## src/verilog/branch_timing_pkg.sv

```systemverilog
package branch_timing_pkg;
  // opcode encodings
  localparam logic [7:0] OP_ESCAPE      = 8'h00A5;
  localparam logic [7:0] OP_ORL_C_BIT   = 8'h0072;
  localparam logic [7:0] OP_ORL_C_NBIT  = 8'h00A0;
  localparam logic [7:0] OP_MOV_C_BIT   = 8'h00A2;
  localparam logic [7:0] OP_MOV_BIT_C   = 8'h0092;
  localparam logic [7:0] OP_JC          = 8'h0040;
  localparam logic [7:0] OP_JNC         = 8'h0050;
  localparam logic [7:0] OP_JB          = 8'h0020;
  localparam logic [7:0] OP_JNB         = 8'h0030;
  localparam logic [7:0] OP_JBC         = 8'h0010;
  localparam logic [7:0] OP_JZ          = 8'h0060;
  localparam logic [7:0] OP_JNZ         = 8'h0070;
  localparam logic [7:0] OP_SJMP        = 8'h0080;
  localparam logic [7:0] OP_LCALL       = 8'h0012;
  localparam logic [7:0] OP_RET         = 8'h0022;
  localparam logic [7:0] OP_RETI        = 8'h0032;
  localparam logic [7:0] OP_LJMP        = 8'h0002;
  localparam logic [7:0] OP_JMP_DPTR    = 8'h0073;
  localparam logic [7:0] OP_CMPJ_DIR    = 8'h00B5;
  localparam logic [7:0] OP_CMPJ_IMM    = 8'h00B4;
  localparam logic [7:0] OP_DJNZ_DIR    = 8'h00D5;
  localparam logic [7:0] OP_NOP         = 8'h0000;
  localparam logic [7:0] OP_XMOVE_RD_DP = 8'h00E0;
  localparam logic [7:0] OP_XMOVE_RD_RI = 8'h00E2;
  localparam logic [7:0] OP_XMOVE_WR_DP = 8'h00F0;
  localparam logic [7:0] OP_XMOVE_WR_RI = 8'h00F2;
  localparam logic [4:0] OP_AJMP_LOW    = 5'h0001;
  localparam logic [4:0] OP_ACALL_LOW   = 5'h0011;
  localparam logic [4:0] OP_CMPJ_RN_HI  = 5'h0017;
  localparam logic [4:0] OP_DJNZ_RN_HI  = 5'h001B;
  localparam logic [6:0] OP_CMPJ_RI_HI  = 7'h005B;
  // cycle counts per regime
  localparam logic [4:0] CYC_COMPAT_STD = 5'h000C;
  localparam logic [4:0] CYC_COMPAT_HALF = 5'h0006;
  localparam logic [4:0] CYC_COMPAT_ESC = 5'h0012;
  localparam logic [4:0] CYC_FAST_1     = 5'h0001;
  localparam logic [4:0] CYC_FAST_2     = 5'h0002;
  localparam logic [4:0] CYC_FAST_3     = 5'h0003;
  localparam logic [4:0] CYC_FAST_4     = 5'h0004;
  localparam logic [4:0] CYC_FAST_XMOVE = 5'h0002;
  localparam logic [4:0] CYC_COMPAT_XMV = 5'h0018;
  localparam logic [5:0] CYC_COMPAT_WAIT = 6'h0018;
  localparam logic [1:0] LEN_1 = 2'h1;
  localparam logic [1:0] LEN_2 = 2'h2;
  localparam logic [1:0] LEN_3 = 2'h3;
  // clock divider defaults
  localparam logic [3:0] DIV_FAST_DEFAULT   = 4'h0001;
  localparam logic [3:0] DIV_COMPAT_DEFAULT = 4'h0002;
  typedef enum logic [1:0] {ST_FETCH, ST_ESCAPED, ST_EXEC} seq_state_t;
endpackage : branch_timing_pkg

```

## src/verilog/cycle_divider.sv

```systemverilog
`timescale 1ns/100ps
`default_nettype none
// divides the oscillator into instruction clock ticks
module cycle_divider #(
  parameter int DIV_W = 4
) (
  input  wire logic             sys_clk_i,  // oscillator clock
  input  wire logic             reset_n_i,  // sync reset, active low
  input  wire logic [DIV_W-1:0] divide_i,   // ticks every divide_i periods
  output logic                  tick_o      // one instruction clock cycle
);
  logic [DIV_W-1:0] count_r;
  logic [DIV_W-1:0] count_nxt;
  logic             last_w;

  initial begin
    if (DIV_W < 2) $error("divider width too small");
  end

  // divide of zero treated as one so the sequencer never starves
  assign last_w    = (count_r + 1'b1 >= divide_i) || (divide_i == '0);
  assign count_nxt = last_w ? '0 : DIV_W'(count_r + 1'b1);

  always_ff @(posedge sys_clk_i) begin
    if (!reset_n_i) begin
      count_r <= '0;
      tick_o  <= 1'b0;
    end else begin
      count_r <= count_nxt;
      tick_o  <= last_w;
    end
  end
endmodule // cycle_divider
`default_nettype wire

```

## src/verilog/branch_timing.sv

```systemverilog
`timescale 1ns/100ps
`default_nettype none
module branch_timing
  import branch_timing_pkg::*;
#(
  parameter int DIV_W = 4
) (
  input  wire logic             sys_clk_i,      // oscillator clock, 25 MHz
  input  wire logic             reset_n_i,      // sync reset, active low
  input  wire logic             fast_mode_i,    // 1 fast regime, 0 compatibility
  input  wire logic             div_override_i, // use div_value_i instead of default
  input  wire logic [DIV_W-1:0] div_value_i,    // explicit divider
  input  wire logic [1:0]       wait_states_i,  // external move wait states
  input  wire logic             op_valid_i,     // opcode byte offered
  input  wire logic [7:0]       op_byte_i,      // opcode byte
  output logic                  op_ready_o,     // byte accepted at the previous clock edge
  output logic                  busy_o,         // instruction executing
  output logic                  done_o,         // pulse at last cycle of instruction
  output logic [7:0]            op_code_o,      // decoded opcode byte
  output logic                  escaped_o,      // decoded op was escaped
  output logic [1:0]            op_len_o,       // instruction length in bytes
  output logic [5:0]            op_cycles_o,    // instruction cycles charged
  output logic                  illegal_o,      // escape followed by unknown byte
  output logic                  cycle_tick_o    // instruction clock tick
);
  import branch_timing_pkg::*;

  initial begin
    if (DIV_W < 2) $error("DIV_W must hold the compatibility divider");
  end

  seq_state_t state_r;
  logic [5:0] remain_r;
  logic [DIV_W-1:0] divide_w;
  logic tick_w;
  logic take_w;
  logic [1:0] len_w;
  logic [5:0] cyc_w;
  logic ext_ok_w;

  // divider default depends on the timing regime
  assign divide_w = div_override_i ? div_value_i :
                    fast_mode_i ? DIV_W'(DIV_FAST_DEFAULT) :
                    DIV_W'(DIV_COMPAT_DEFAULT);

  cycle_divider #(.DIV_W(DIV_W)) u_div (
    .sys_clk_i (sys_clk_i),
    .reset_n_i (reset_n_i),
    .divide_i  (divide_w),
    .tick_o    (tick_w)
  );

  // length of an unprefixed opcode
  function automatic logic [1:0] plain_len(input logic [7:0] op);
    if (op[4:0] == OP_AJMP_LOW || op[4:0] == OP_ACALL_LOW) plain_len = LEN_2;
    else if (op[7:3] == OP_CMPJ_RN_HI || op[7:1] == OP_CMPJ_RI_HI) plain_len = LEN_3;
    else if (op[7:3] == OP_DJNZ_RN_HI) plain_len = LEN_2;
    else begin
      case (op)
        OP_JB, OP_JNB, OP_JBC, OP_LCALL, OP_LJMP,
        OP_CMPJ_DIR, OP_CMPJ_IMM, OP_DJNZ_DIR: plain_len = LEN_3;
        OP_JC, OP_JNC, OP_JZ, OP_JNZ, OP_SJMP,
        OP_ORL_C_BIT, OP_ORL_C_NBIT, OP_MOV_C_BIT, OP_MOV_BIT_C: plain_len = LEN_2;
        default: plain_len = LEN_1;
      endcase
    end
  endfunction

  // fast cycles of an unprefixed opcode
  function automatic logic [4:0] plain_fast(input logic [7:0] op);
    case (op)
      OP_RET, OP_RETI: plain_fast = CYC_FAST_4;
      OP_JMP_DPTR, OP_ORL_C_BIT, OP_ORL_C_NBIT,
      OP_MOV_C_BIT, OP_MOV_BIT_C: plain_fast = CYC_FAST_2;
      OP_NOP: plain_fast = CYC_FAST_1;
      OP_XMOVE_RD_DP, OP_XMOVE_RD_RI,
      OP_XMOVE_WR_DP, OP_XMOVE_WR_RI: plain_fast = CYC_FAST_XMOVE;
      default: plain_fast = (plain_len(op) == LEN_3) ? CYC_FAST_4 :
                            (plain_len(op) == LEN_2) ? CYC_FAST_3 : CYC_FAST_1;
    endcase
  endfunction

  // compatibility cycles of an unprefixed opcode
  function automatic logic [4:0] plain_compat(input logic [7:0] op);
    case (op)
      OP_MOV_C_BIT, OP_NOP: plain_compat = CYC_COMPAT_HALF;
      OP_XMOVE_RD_DP, OP_XMOVE_RD_RI,
      OP_XMOVE_WR_DP, OP_XMOVE_WR_RI: plain_compat = CYC_COMPAT_XMV;
      default: plain_compat = CYC_COMPAT_STD;
    endcase
  endfunction

  function automatic logic is_xmove(input logic [7:0] op);
    is_xmove = (op == OP_XMOVE_RD_DP) || (op == OP_XMOVE_RD_RI) ||
               (op == OP_XMOVE_WR_DP) || (op == OP_XMOVE_WR_RI);
  endfunction

  // escaped second byte: only three extensions are defined
  assign ext_ok_w = (op_byte_i == OP_JMP_DPTR) ||
                    (op_byte_i == {OP_CMPJ_RI_HI, 1'b0}) ||
                    (op_byte_i == {OP_CMPJ_RI_HI, 1'b1});

  // length and cost of the byte now offered
  logic [5:0] plain_cyc_w;
  logic [5:0] wait_cyc_w;
  assign wait_cyc_w = !is_xmove(op_byte_i) ? 6'h00 :
                      fast_mode_i ? {4'h0, wait_states_i} :
                      (wait_states_i != 2'h0) ? CYC_COMPAT_WAIT : 6'h00;
  assign plain_cyc_w = {1'b0, fast_mode_i ? plain_fast(op_byte_i)
                                          : plain_compat(op_byte_i)} + wait_cyc_w;

  always_comb begin
    len_w = plain_len(op_byte_i);
    cyc_w = plain_cyc_w;
    if (state_r == ST_ESCAPED) begin
      if (op_byte_i == OP_JMP_DPTR) begin
        len_w = LEN_2;
        cyc_w = {1'b0, fast_mode_i ? CYC_FAST_3 : CYC_COMPAT_STD};
      end else begin
        len_w = LEN_3;
        cyc_w = {1'b0, fast_mode_i ? CYC_FAST_4 : CYC_COMPAT_ESC};
      end
    end
  end

  // bytes taken only on an instruction tick while not executing
  assign take_w = op_valid_i && tick_w && (state_r != ST_EXEC);

  // sequencer: remain_r counts instruction cycles, one per divider tick
  always_ff @(posedge sys_clk_i) begin
    if (!reset_n_i) begin
      state_r     <= ST_FETCH;
      remain_r    <= 6'h00;
      op_ready_o  <= 1'b0;
      busy_o      <= 1'b0;
      done_o      <= 1'b0;
      op_code_o   <= 8'h00;
      escaped_o   <= 1'b0;
      op_len_o    <= 2'h0;
      op_cycles_o <= 6'h00;
      illegal_o   <= 1'b0;
      cycle_tick_o <= 1'b0;
    end else begin
      op_ready_o   <= take_w;
      done_o       <= 1'b0;
      illegal_o    <= 1'b0;
      cycle_tick_o <= tick_w;
      case (state_r)
        ST_FETCH: begin
          if (take_w && op_byte_i == OP_ESCAPE) begin
            state_r <= ST_ESCAPED;
          end else if (take_w) begin
            state_r     <= ST_EXEC;
            busy_o      <= 1'b1;
            op_code_o   <= op_byte_i;
            escaped_o   <= 1'b0;
            op_len_o    <= len_w;
            op_cycles_o <= cyc_w;
            remain_r    <= 6'(cyc_w - 6'h01);
          end
        end
        ST_ESCAPED: begin
          if (take_w && !ext_ok_w) begin
            state_r   <= ST_FETCH;      // unknown extension dropped
            illegal_o <= 1'b1;
          end else if (take_w) begin
            state_r     <= ST_EXEC;
            busy_o      <= 1'b1;
            op_code_o   <= op_byte_i;
            escaped_o   <= 1'b1;
            op_len_o    <= len_w;
            op_cycles_o <= cyc_w;
            remain_r    <= 6'(cyc_w - 6'h01);
          end
        end
        ST_EXEC: begin
          if (tick_w) begin
            if (remain_r == 6'h00) begin
              state_r <= ST_FETCH;
              busy_o  <= 1'b0;
              done_o  <= 1'b1;
            end else begin
              remain_r <= 6'(remain_r - 6'h01);
            end
          end
        end
        default: state_r <= ST_FETCH;
      endcase
    end
  end
endmodule // branch_timing
`default_nettype wire

```

## config.mk

```make
export PLATFORM = sky130hd
export DESIGN_NAME = branch_timing
export DESIGN_NICKNAME = d
export VERILOG_FILES = /design/src/verilog/branch_timing_pkg.sv /design/src/verilog/cycle_divider.sv /design/src/verilog/branch_timing.sv
export SDC_FILE = /design/constraint.sdc
export NUM_CORES = 1
export LEC_CHECK = 0
export BUFFER_PORTS_ARGS = -buffer_cell sky130_fd_sc_hd__buf_4
export CAP_MARGIN = 20
export CORE_MARGIN = 1.5
export CORE_UTILIZATION = 45
export CTS_CLUSTER_DIAMETER = 40
export DETAILED_ROUTE_END_ITERATION = 7
export GPL_TIMING_DRIVEN = 0
export PLACE_DENSITY = 0.69
export SLEW_MARGIN = 20
export SYNTH_ARGS = -nofsm -noshare
export SYNTH_HDL_FRONTEND = slang
export SYNTH_SLANG_ARGS = --single-unit
```

## constraint.sdc

```tcl
create_clock -name sys_clk_i -period 3.3 [get_ports sys_clk_i]
set_input_delay 0.66 -clock sys_clk_i [delete_from_list [all_inputs] [get_ports sys_clk_i]]
set_output_delay 0.66 -clock sys_clk_i [all_outputs]
set_load 0.005 [all_outputs]
```

==> results of run 1 <==
-- final timing paths --
check | start | endpoint | slack (ns) | cells past startpoint
max | op_byte_i[1] | remain_r[3] | 0.05 | 14
min | op_cycles_o[5] | op_cycles_o[5] | 0.46 | 2
max reg2reg | state_r[0] | op_code_o[0] | 1.02 | 9
min reg2reg | op_cycles_o[5] | op_cycles_o[5] | 0.46 | 2
-- per-layer routing --
layer,track usage (%),wire length (um),part of all wire [%]
met3,2.778,351,5.9
met1,32.16,2832,48
met5,0,0,0
met4,5.952,70,1.2
met2,31.68,2695,45
-- cells in the final DEF (no fill, tap or decap), types with 3 or more instances in the layout --
| cell | Yosys | final |
|---|---|---|
| sky130_fd_sc_hd__or3_1 | 3 | 3 |
| sky130_fd_sc_hd__and3_1 | 7 | 5 |
| sky130_fd_sc_hd__o21ai_0 | 12 | 12 |
| sky130_fd_sc_hd__nand2b_1 | 7 | 5 |
| sky130_fd_sc_hd__o21ai_1 | 4 | 4 |
| sky130_fd_sc_hd__buf_2 | 5 | 4 |
| sky130_fd_sc_hd__a21o_1 | 3 | 3 |
| sky130_fd_sc_hd__buf_4 | 3 | 40 |
| sky130_fd_sc_hd__a31oi_1 | 4 | 4 |
| sky130_fd_sc_hd__nor2b_1 | 5 | 4 |
| sky130_fd_sc_hd__inv_2 | 1 | 3 |
| sky130_fd_sc_hd__nand2_1 | 46 | 46 |
| sky130_fd_sc_hd__ha_1 | 14 | 13 |
| sky130_fd_sc_hd__clkbuf_1 | 7 | 7 |
| sky130_fd_sc_hd__nor3_1 | 7 | 5 |
| sky130_fd_sc_hd__nand3_1 | 11 | 11 |
| sky130_fd_sc_hd__a21oi_2 | 0 | 4 |
| sky130_fd_sc_hd__dfxtp_1 | 35 | 35 |
| sky130_fd_sc_hd__nor2_2 | 2 | 4 |
| sky130_fd_sc_hd__nor2_1 | 18 | 16 |
| sky130_fd_sc_hd__xor2_1 | 4 | 4 |
| sky130_fd_sc_hd__clkbuf_8 | 0 | 5 |
| sky130_fd_sc_hd__nor3_4 | 1 | 3 |
| sky130_fd_sc_hd__o211ai_1 | 4 | 4 |
| sky130_fd_sc_hd__a21oi_1 | 28 | 23 |
| sky130_fd_sc_hd__inv_1 | 6 | 4 |
| sky130_fd_sc_hd__o21a_1 | 3 | 3 |
| sky130_fd_sc_hd__buf_6 | 1 | 5 |
-- through the flow --
step	instances	setup TNS (ns)	area, um^2
2_1_floorplan	291	0	2407
3_3_place_gp	397	-1.416	2765
3_5_place_dp	397	-1.505	2765
4_1_cts	406	0	2912
5_1_grt	409	-0.07292	3012
6_report	409	0	3012
-- worst register-to-register path: stages (launching register included) --
cell and delay (ns):
sky130_fd_sc_hd__dfxtp_1 0.30, sky130_fd_sc_hd__clkbuf_1 0.20, sky130_fd_sc_hd__nor4_1 0.34, sky130_fd_sc_hd__nand2_1 0.17, sky130_fd_sc_hd__a211oi_4 0.51, sky130_fd_sc_hd__or3_1 0.17, sky130_fd_sc_hd__buf_2 0.18, sky130_fd_sc_hd__buf_6 0.16
sky130_fd_sc_hd__nand2_1 0.06, sky130_fd_sc_hd__a21oi_1 0.13
-- cell type report --
class	count	area (um^2)
clock inverters	3	43.79
fillers	484	2063
plain buffers	16	98.84
flip-flops and latches	35	700.7
well taps	70	87.58
multi-input cells	233	1682
inverters	7	26.28
repair buffers	40	304.0
clock buffers	5	68.82
-- cell families after synthesis --
| kind of cell | Yosys count |
|---|---|
| multiplexers | 5 |
| AO/OA/AOI/OAI | 79 |
| buffers and inverters | 23 |
| adder cells (fa/ha/maj) | 15 |
| AND/OR/NAND/NOR | 127 |
| flip-flops | 35 |
| XOR/XNOR | 7 |
-- repair_timing --
action | 4_1_cts | 5_1_grt
endpoints found under the setup margin | 4 | 4
buffers inserted | 1 | 3
resized for setup | 5 | 18
pin swaps | 5 | 11
hold endpoints to repair | 0 | 0
-- synth_stat cells (all sizes together) (2+ instances only) --
| library cell | instances | area (um^2) |
|---|---|---|
| nor2b | 5 | 31.28 |
| a22oi | 2 | 15.01 |
| ha | 14 | 175.2 |
| a31oi | 4 | 25.02 |
| nor4 | 3 | 40.04 |
| a21oi | 28 | 140.1 |
| a211oi | 4 | 42.54 |
| o211ai | 4 | 30.03 |
| dfxtp | 35 | 700.7 |
| mux2i | 2 | 20.02 |
| or3 | 3 | 18.77 |
| o21ai | 18 | 97.60 |
| nand3 | 12 | 65.06 |
| a21o | 3 | 22.52 |
| o21a | 3 | 22.52 |
| and3 | 7 | 43.79 |
| nand4 | 3 | 25.02 |
| buf | 9 | 58.80 |
| and2 | 2 | 12.51 |
| mux2 | 3 | 37.53 |
| nor2 | 20 | 80.07 |
| inv | 7 | 26.27 |
| clkbuf | 7 | 26.28 |
| nand2b | 7 | 43.79 |
| nor3 | 10 | 71.32 |
| o211a | 2 | 20.02 |
| xnor2 | 2 | 17.52 |
| nand2 | 47 | 183.9 |
| xor2 | 5 | 51.30 |
-- where the power goes --
group	switching, mW	internal, mW	leakage [nW]
Clock	0.162	0.225	0.0581
Sequential	0.0234	0.458	0.284
Combinational	0.186	0.149	0.946
-- sequential cells by signal (all words and copies together) (netlist names) --
signal	flops
busy_o	1
cycle_tick_o	1
done_o	1
escaped_o	1
illegal_o	1
op_code_o	8
op_cycles_o	6
op_len_o	2
op_ready_o	1
remain_r	6
state_r	2
u_div.count_r	4
u_div.tick_o	1
==> reports/qor.csv, run 1 <==
metric,value,unit
status,finished clean,
worst_ir_drop_vdd,220.6,uV
cts_root_buffer,sky130_fd_sc_hd__clkbuf_8,
synth_compound_area_share,22.55,%
die_height,75.30,um
layout.nets,372,
postCtsHoldBufs,0,
synthMuxAreaShare,2.447,%
maximum_count_of_clock_buffers_along_a_single_path,2,
ioPinCount,41,
grtUsageTotal,21.28,%
vias,2248,
synth-seq-cells,35,
detailedRoute.firstIterationViolations,89,
wl,5949,um
cp.arrival,3.44,ns
cpMostUsedCell,sky130_fd_sc_hd__and3_4,
yosysWarningCount,0,
first_global_vias,1891,
die_width,75.30,um
fp.dieArea,5670,um^2
worst_ep_required_time,3.49,ns
synth_area,2352,um^2
fraction_of_final_layout_cells_with_drive_strength_greater_than_1,30.38,%
insertedDiodeCount,0,
dominantRegCellSynth,sky130_fd_sc_hd__dfxtp_1,
gp_routability_congestion,0.9186,
final_worst_hold_slack,0.4577,ns
detailedRoute.firstPassIterationCount,4,
floorplan_core_area,5075,um^2
clk_transition_reported_paths,0.08,ns
via_per_inst,5.496,
pre_cts_slack,-0.3654,ns
period_needed,3.250,ns
synth_cell_type_count,65,
report.power.total,1.203,mW
buffers_and_inverters_on_the_worst_path,1,
cp-end-kind,flip-flop,
clock_sinks,35,
floorplan.initialDensity,46.35,%
power_leakage,1.289,nW
yosys.area_share.simple,29.26,%
finClkSkew,0.003839,ns
clock_latency,0.28,ns
yosys.area_share.xor_xnor,2.926,%
finalCoreUtilization,59.34,%
report.final.setup_viol,0,
grt_first_pass_wirelength,9142,um
synth_edf_count,0,
grt_antenna_before_repair,0,
detailed_route_drc_error_count,0,
wl_per_cell,14.55,um
path_cells,"buf_4, nand2b_4, a21oi_2, o41ai_4, nor2b_4, and3_4, ha_2, fa_2, mux2_4, a21oi_4, o2111a_2, and3_4, nor4_4, o21a_1",
hpwlAfterDp,4495,um
relative_slew_slack,60.73,%
placement_rows,26,
max_freq,307.7,MHz
h-tree-depth,2,
adder_cell_share_of_the_synthesized_area,8.298,%
tritoncts,built,
power_density,399.4,nW/um^2
timing.critical_path.max_delay_family,compound AO/OA/AOI/OAI gates,
maxSlewViolCount,0,
timing.critical_path.slowest_cell_delay,0.49,ns
critical_path_peak_fanout,4,
rsz0062_at_grt,true,
worst_slack,0.04985,ns
async_flop_share,0,%
hp-class,reg2reg,
syn_inst,291,
main_combinational_cell_family_by_area_after_synthesis,simple AND/OR/NAND/NOR gates,
crit_path_start_kind,input port,
crit_slowest_cell,sky130_fd_sc_hd__o41ai_4,
final-hold-violation-count,0,
io_buffers,36,
postRouteAntennaNets,0,
grt_max_degree,13,
finalCritPeriodShare,98.49,%
grt.overflow.total,0,
area_delta_synth_final,28.03,%
clock_buffers_created_by_tritoncts,5,
avgSynthCellArea,8.083,um^2
critical_path_class,in2reg,
synth.yosys.seq_area_share,29.79,%
synth.net_count,325,
tightest_slew,0.5890,ns
drv.max_cap_violation_count,0,
No activity file was read; power rests on OpenSTA's default activity.
==> run 2: changes to the inputs <==
--- a/config.mk
+++ b/config.mk
@@ -16,4 +16,5 @@
 export SLEW_MARGIN = 20
 export SYNTH_ARGS = -nofsm -noshare
 export SYNTH_HDL_FRONTEND = slang
+export SYNTH_HIERARCHICAL = 1
 export SYNTH_SLANG_ARGS = --single-unit
==> reports/qor.csv, run 2 <==
metric,value,unit
synth_largest_area_cell,sky130_fd_sc_hd__dfxtp_1,
grt_first_pass_wirelength,9653,um
h-tree-depth,2,
synth_area,2376,um^2
crit_path_start_kind,input port,
failed_checks,setup timing,
placement_rows,26,
tightest_slew,0.6162,ns
gp_routability_congestion,0.8570,
finalInstanceArea,3229,um^2
max_freq,273.1,MHz
power_leakage,1.424,nW
detailed_route_drc_error_count,0,
grt.overflow.total,0,
drv.max_cap_violation_count,0,
vias,2373,
maximum_count_of_clock_buffers_along_a_single_path,2,
detailedRoute.firstIterationViolations,91,
critical_path_class,in2reg,
fin_setup_tns,-0.8521,ns
synth_area_leaders,"sky130_fd_sc_hd__dfxtp_1 29%, sky130_fd_sc_hd__nand2_1 8.5%, sky130_fd_sc_hd__ha_1 7.4%",
die_width,75.67,um
stdcell_count,434,
dominantRegCellSynth,sky130_fd_sc_hd__dfxtp_1,
synth.yosys.seq_area_share,29.49,%
ioPinCount,41,
fraction_of_final_layout_cells_with_drive_strength_greater_than_1,30.77,%
synthMostInstantiatedCell,sky130_fd_sc_hd__nand2_1,
relative_slew_slack,58.84,%
synth-seq-cells,35,
via_per_inst,5.468,
report.final.setup_viol,4,
reg2reg_slack,0.42,ns
rsz0062_at_grt,true,
async_flop_share,0,%
largest-register,op_code_o,
io_buffers,38,
detailedRoute.firstPassIterationCount,4,
highest_count_cells_in_the_layout_ignoring_fill_and_taps,"54 x sky130_fd_sc_hd__buf_4, 52 x sky130_fd_sc_hd__nand2_1, 35 x sky130_fd_sc_hd__dfxtp_1, 14 x sky130_fd_sc_hd__nor2_1",
clock_latency,0.28,ns
insertedDiodeCount,0,
status,"finished, violations left",
die_height,75.67,um
area_delta_synth_final,35.91,%
hpwlAfterDp,4426,um
worst_ir_drop_vdd,284.4,uV
clk_transition_reported_paths,0.07,ns
power_density,367.5,nW/um^2
maxSlewViolCount,0,
critical_path_peak_fanout,5,
floorplan_core_area,5107,um^2
wl_per_cell,14.59,um
synth_edf_count,0,
worst_ep_required_time,3.48,ns
postRouteAntennaNets,0,
clock_sinks,35,
hp-class,reg2reg,
grt_max_degree,11,
number_of_placed_instances_taps_included,407,
biggestRegsByFlops,"op_code_o: 8 flops, op_cycles_o: 6 flops, remain_r: 6 flops",
fp.dieArea,5725,um^2
finalCritPeriodShare,111.0,%
tritoncts,built,
worst_slack,-0.3622,ns
placedInstanceArea,2773,um^2
layout.nets,398,
clock_buffers_created_by_tritoncts,5,
yosysWarningCount,6,
synth_common_cells,"54 x sky130_fd_sc_hd__nand2_1, 35 x sky130_fd_sc_hd__dfxtp_1, 16 x sky130_fd_sc_hd__nor2_1",
wl,6331,um
finClkSkew,0.001519,ns
mostFrequentLayoutCell,sky130_fd_sc_hd__buf_4,
floorplan.initialDensity,46.52,%
synth_cell_type_count,55,
cp-end-kind,flip-flop,
max_reg_flops,8,
cts_root_buffer,sky130_fd_sc_hd__clkbuf_8,
synth.net_count,333,
grt_antenna_before_repair,0,
first_global_vias,2081,
grtUsageTotal,22.34,%
final-hold-violation-count,0,
avgSynthCellArea,7.947,um^2
synth_top_area_share,29.49,%
period_needed,3.662,ns
syn_inst,299,
postCtsHoldBufs,0,
cp.arrival,3.84,ns
-- run 2: final cells by class --
cell class	instances	area, um^2
inverters	12	45.04
well taps	70	87.58
plain buffers	17	126.4
clock buffers	6	82.58
multi-input cells	235	1700
flip-flops and latches	35	700.7
repair buffers	58	481.7
fillers	469	1878
clock inverters	1	5.005
-- run 2: path summary, 6_finish.rpt --
path                                       end            from  cells after the start
worst max-delay path               remain_r[4]    op_byte_i[0]                     15
worst min-delay path            op_cycles_o[1]  op_cycles_o[1]                      2
worst max register to register    op_code_o[3]      state_r[1]                      9
worst min register to register  op_cycles_o[1]  op_cycles_o[1]                      2
-- run 2: per-stage QoR --
step	util, %	setup WS [ns]	power (mW)	hold WS, ns
after CTS	59.80	-0.3568	1.158	0.4679
after global placement	54.29	-0.9683	0.8111	0.4543
final	63.23	-0.3622	1.187	0.4639
after floorplan	-	-0.4376	0.7052	0.4512
after global routing	63.23	-0.5192	1.254	0.4945
after detailed placement	54.29	-0.9693	0.8175	0.4588
-- run 2: metal layers --
metal | GRT usage [%] | part of all wire [%] | wire length (um) | vias to the layer above
met2 | 35.48 | 48 | 3011 | 59
met1 | 32.09 | 46 | 2920 | 1112
met4 | 5.952 | 1.4 | 89 | 0
met3 | 2.778 | 4.9 | 310 | 8
li1 | - | - | - | 1194
met5 | 0 | 0 | 0 | -
-- run 2: cells by family (layout without fill, tap and decap cells) --
group / count (synthesis) / count (layout) / share of synthesized area [%]
adder cells (fa/ha/maj): 15 / 15 / 8.215
AND/OR/NAND/NOR: 142 / 142 / 32.33
XOR/XNOR: 4 / 4 / 1.475
AO/OA/AOI/OAI: 70 / 70 / 21.75
buffers and inverters: 29 / 94 / 4.949
flip-flops: 35 / 35 / 29.49
multiplexers: 4 / 4 / 1.790
-- run 2: critical path, cell delays in order --
cell                       delay (ns)
sky130_fd_sc_hd__buf_12          0.10
sky130_fd_sc_hd__or4b_4          0.57
sky130_fd_sc_hd__nor2_4          0.11
sky130_fd_sc_hd__and3_1          0.17
sky130_fd_sc_hd__ha_2            0.19
sky130_fd_sc_hd__inv_2           0.05
sky130_fd_sc_hd__fa_2            0.57
sky130_fd_sc_hd__nor2b_4         0.15
sky130_fd_sc_hd__a211oi_2        0.05
sky130_fd_sc_hd__a21oi_2         0.22
sky130_fd_sc_hd__ha_4            0.18
sky130_fd_sc_hd__nand2_4         0.05
sky130_fd_sc_hd__or3b_4          0.37
sky130_fd_sc_hd__o41ai_2         0.20
sky130_fd_sc_hd__and4bb_1        0.21
-- run 2: timing repair --
action                     CTS  global route
pin swaps                   17            10
setup buffers               13             5
gates resized for setup     30            23
setup endpoints to repair   13            12
gates cloned                 0             2
-- run 2: where the power goes --
group          switching (mW)  total [mW]  internal, mW
registers              0.0275       0.489         0.462
logic                   0.197       0.388         0.191
clock network           0.146       0.310         0.164
total                   0.371        1.19         0.816
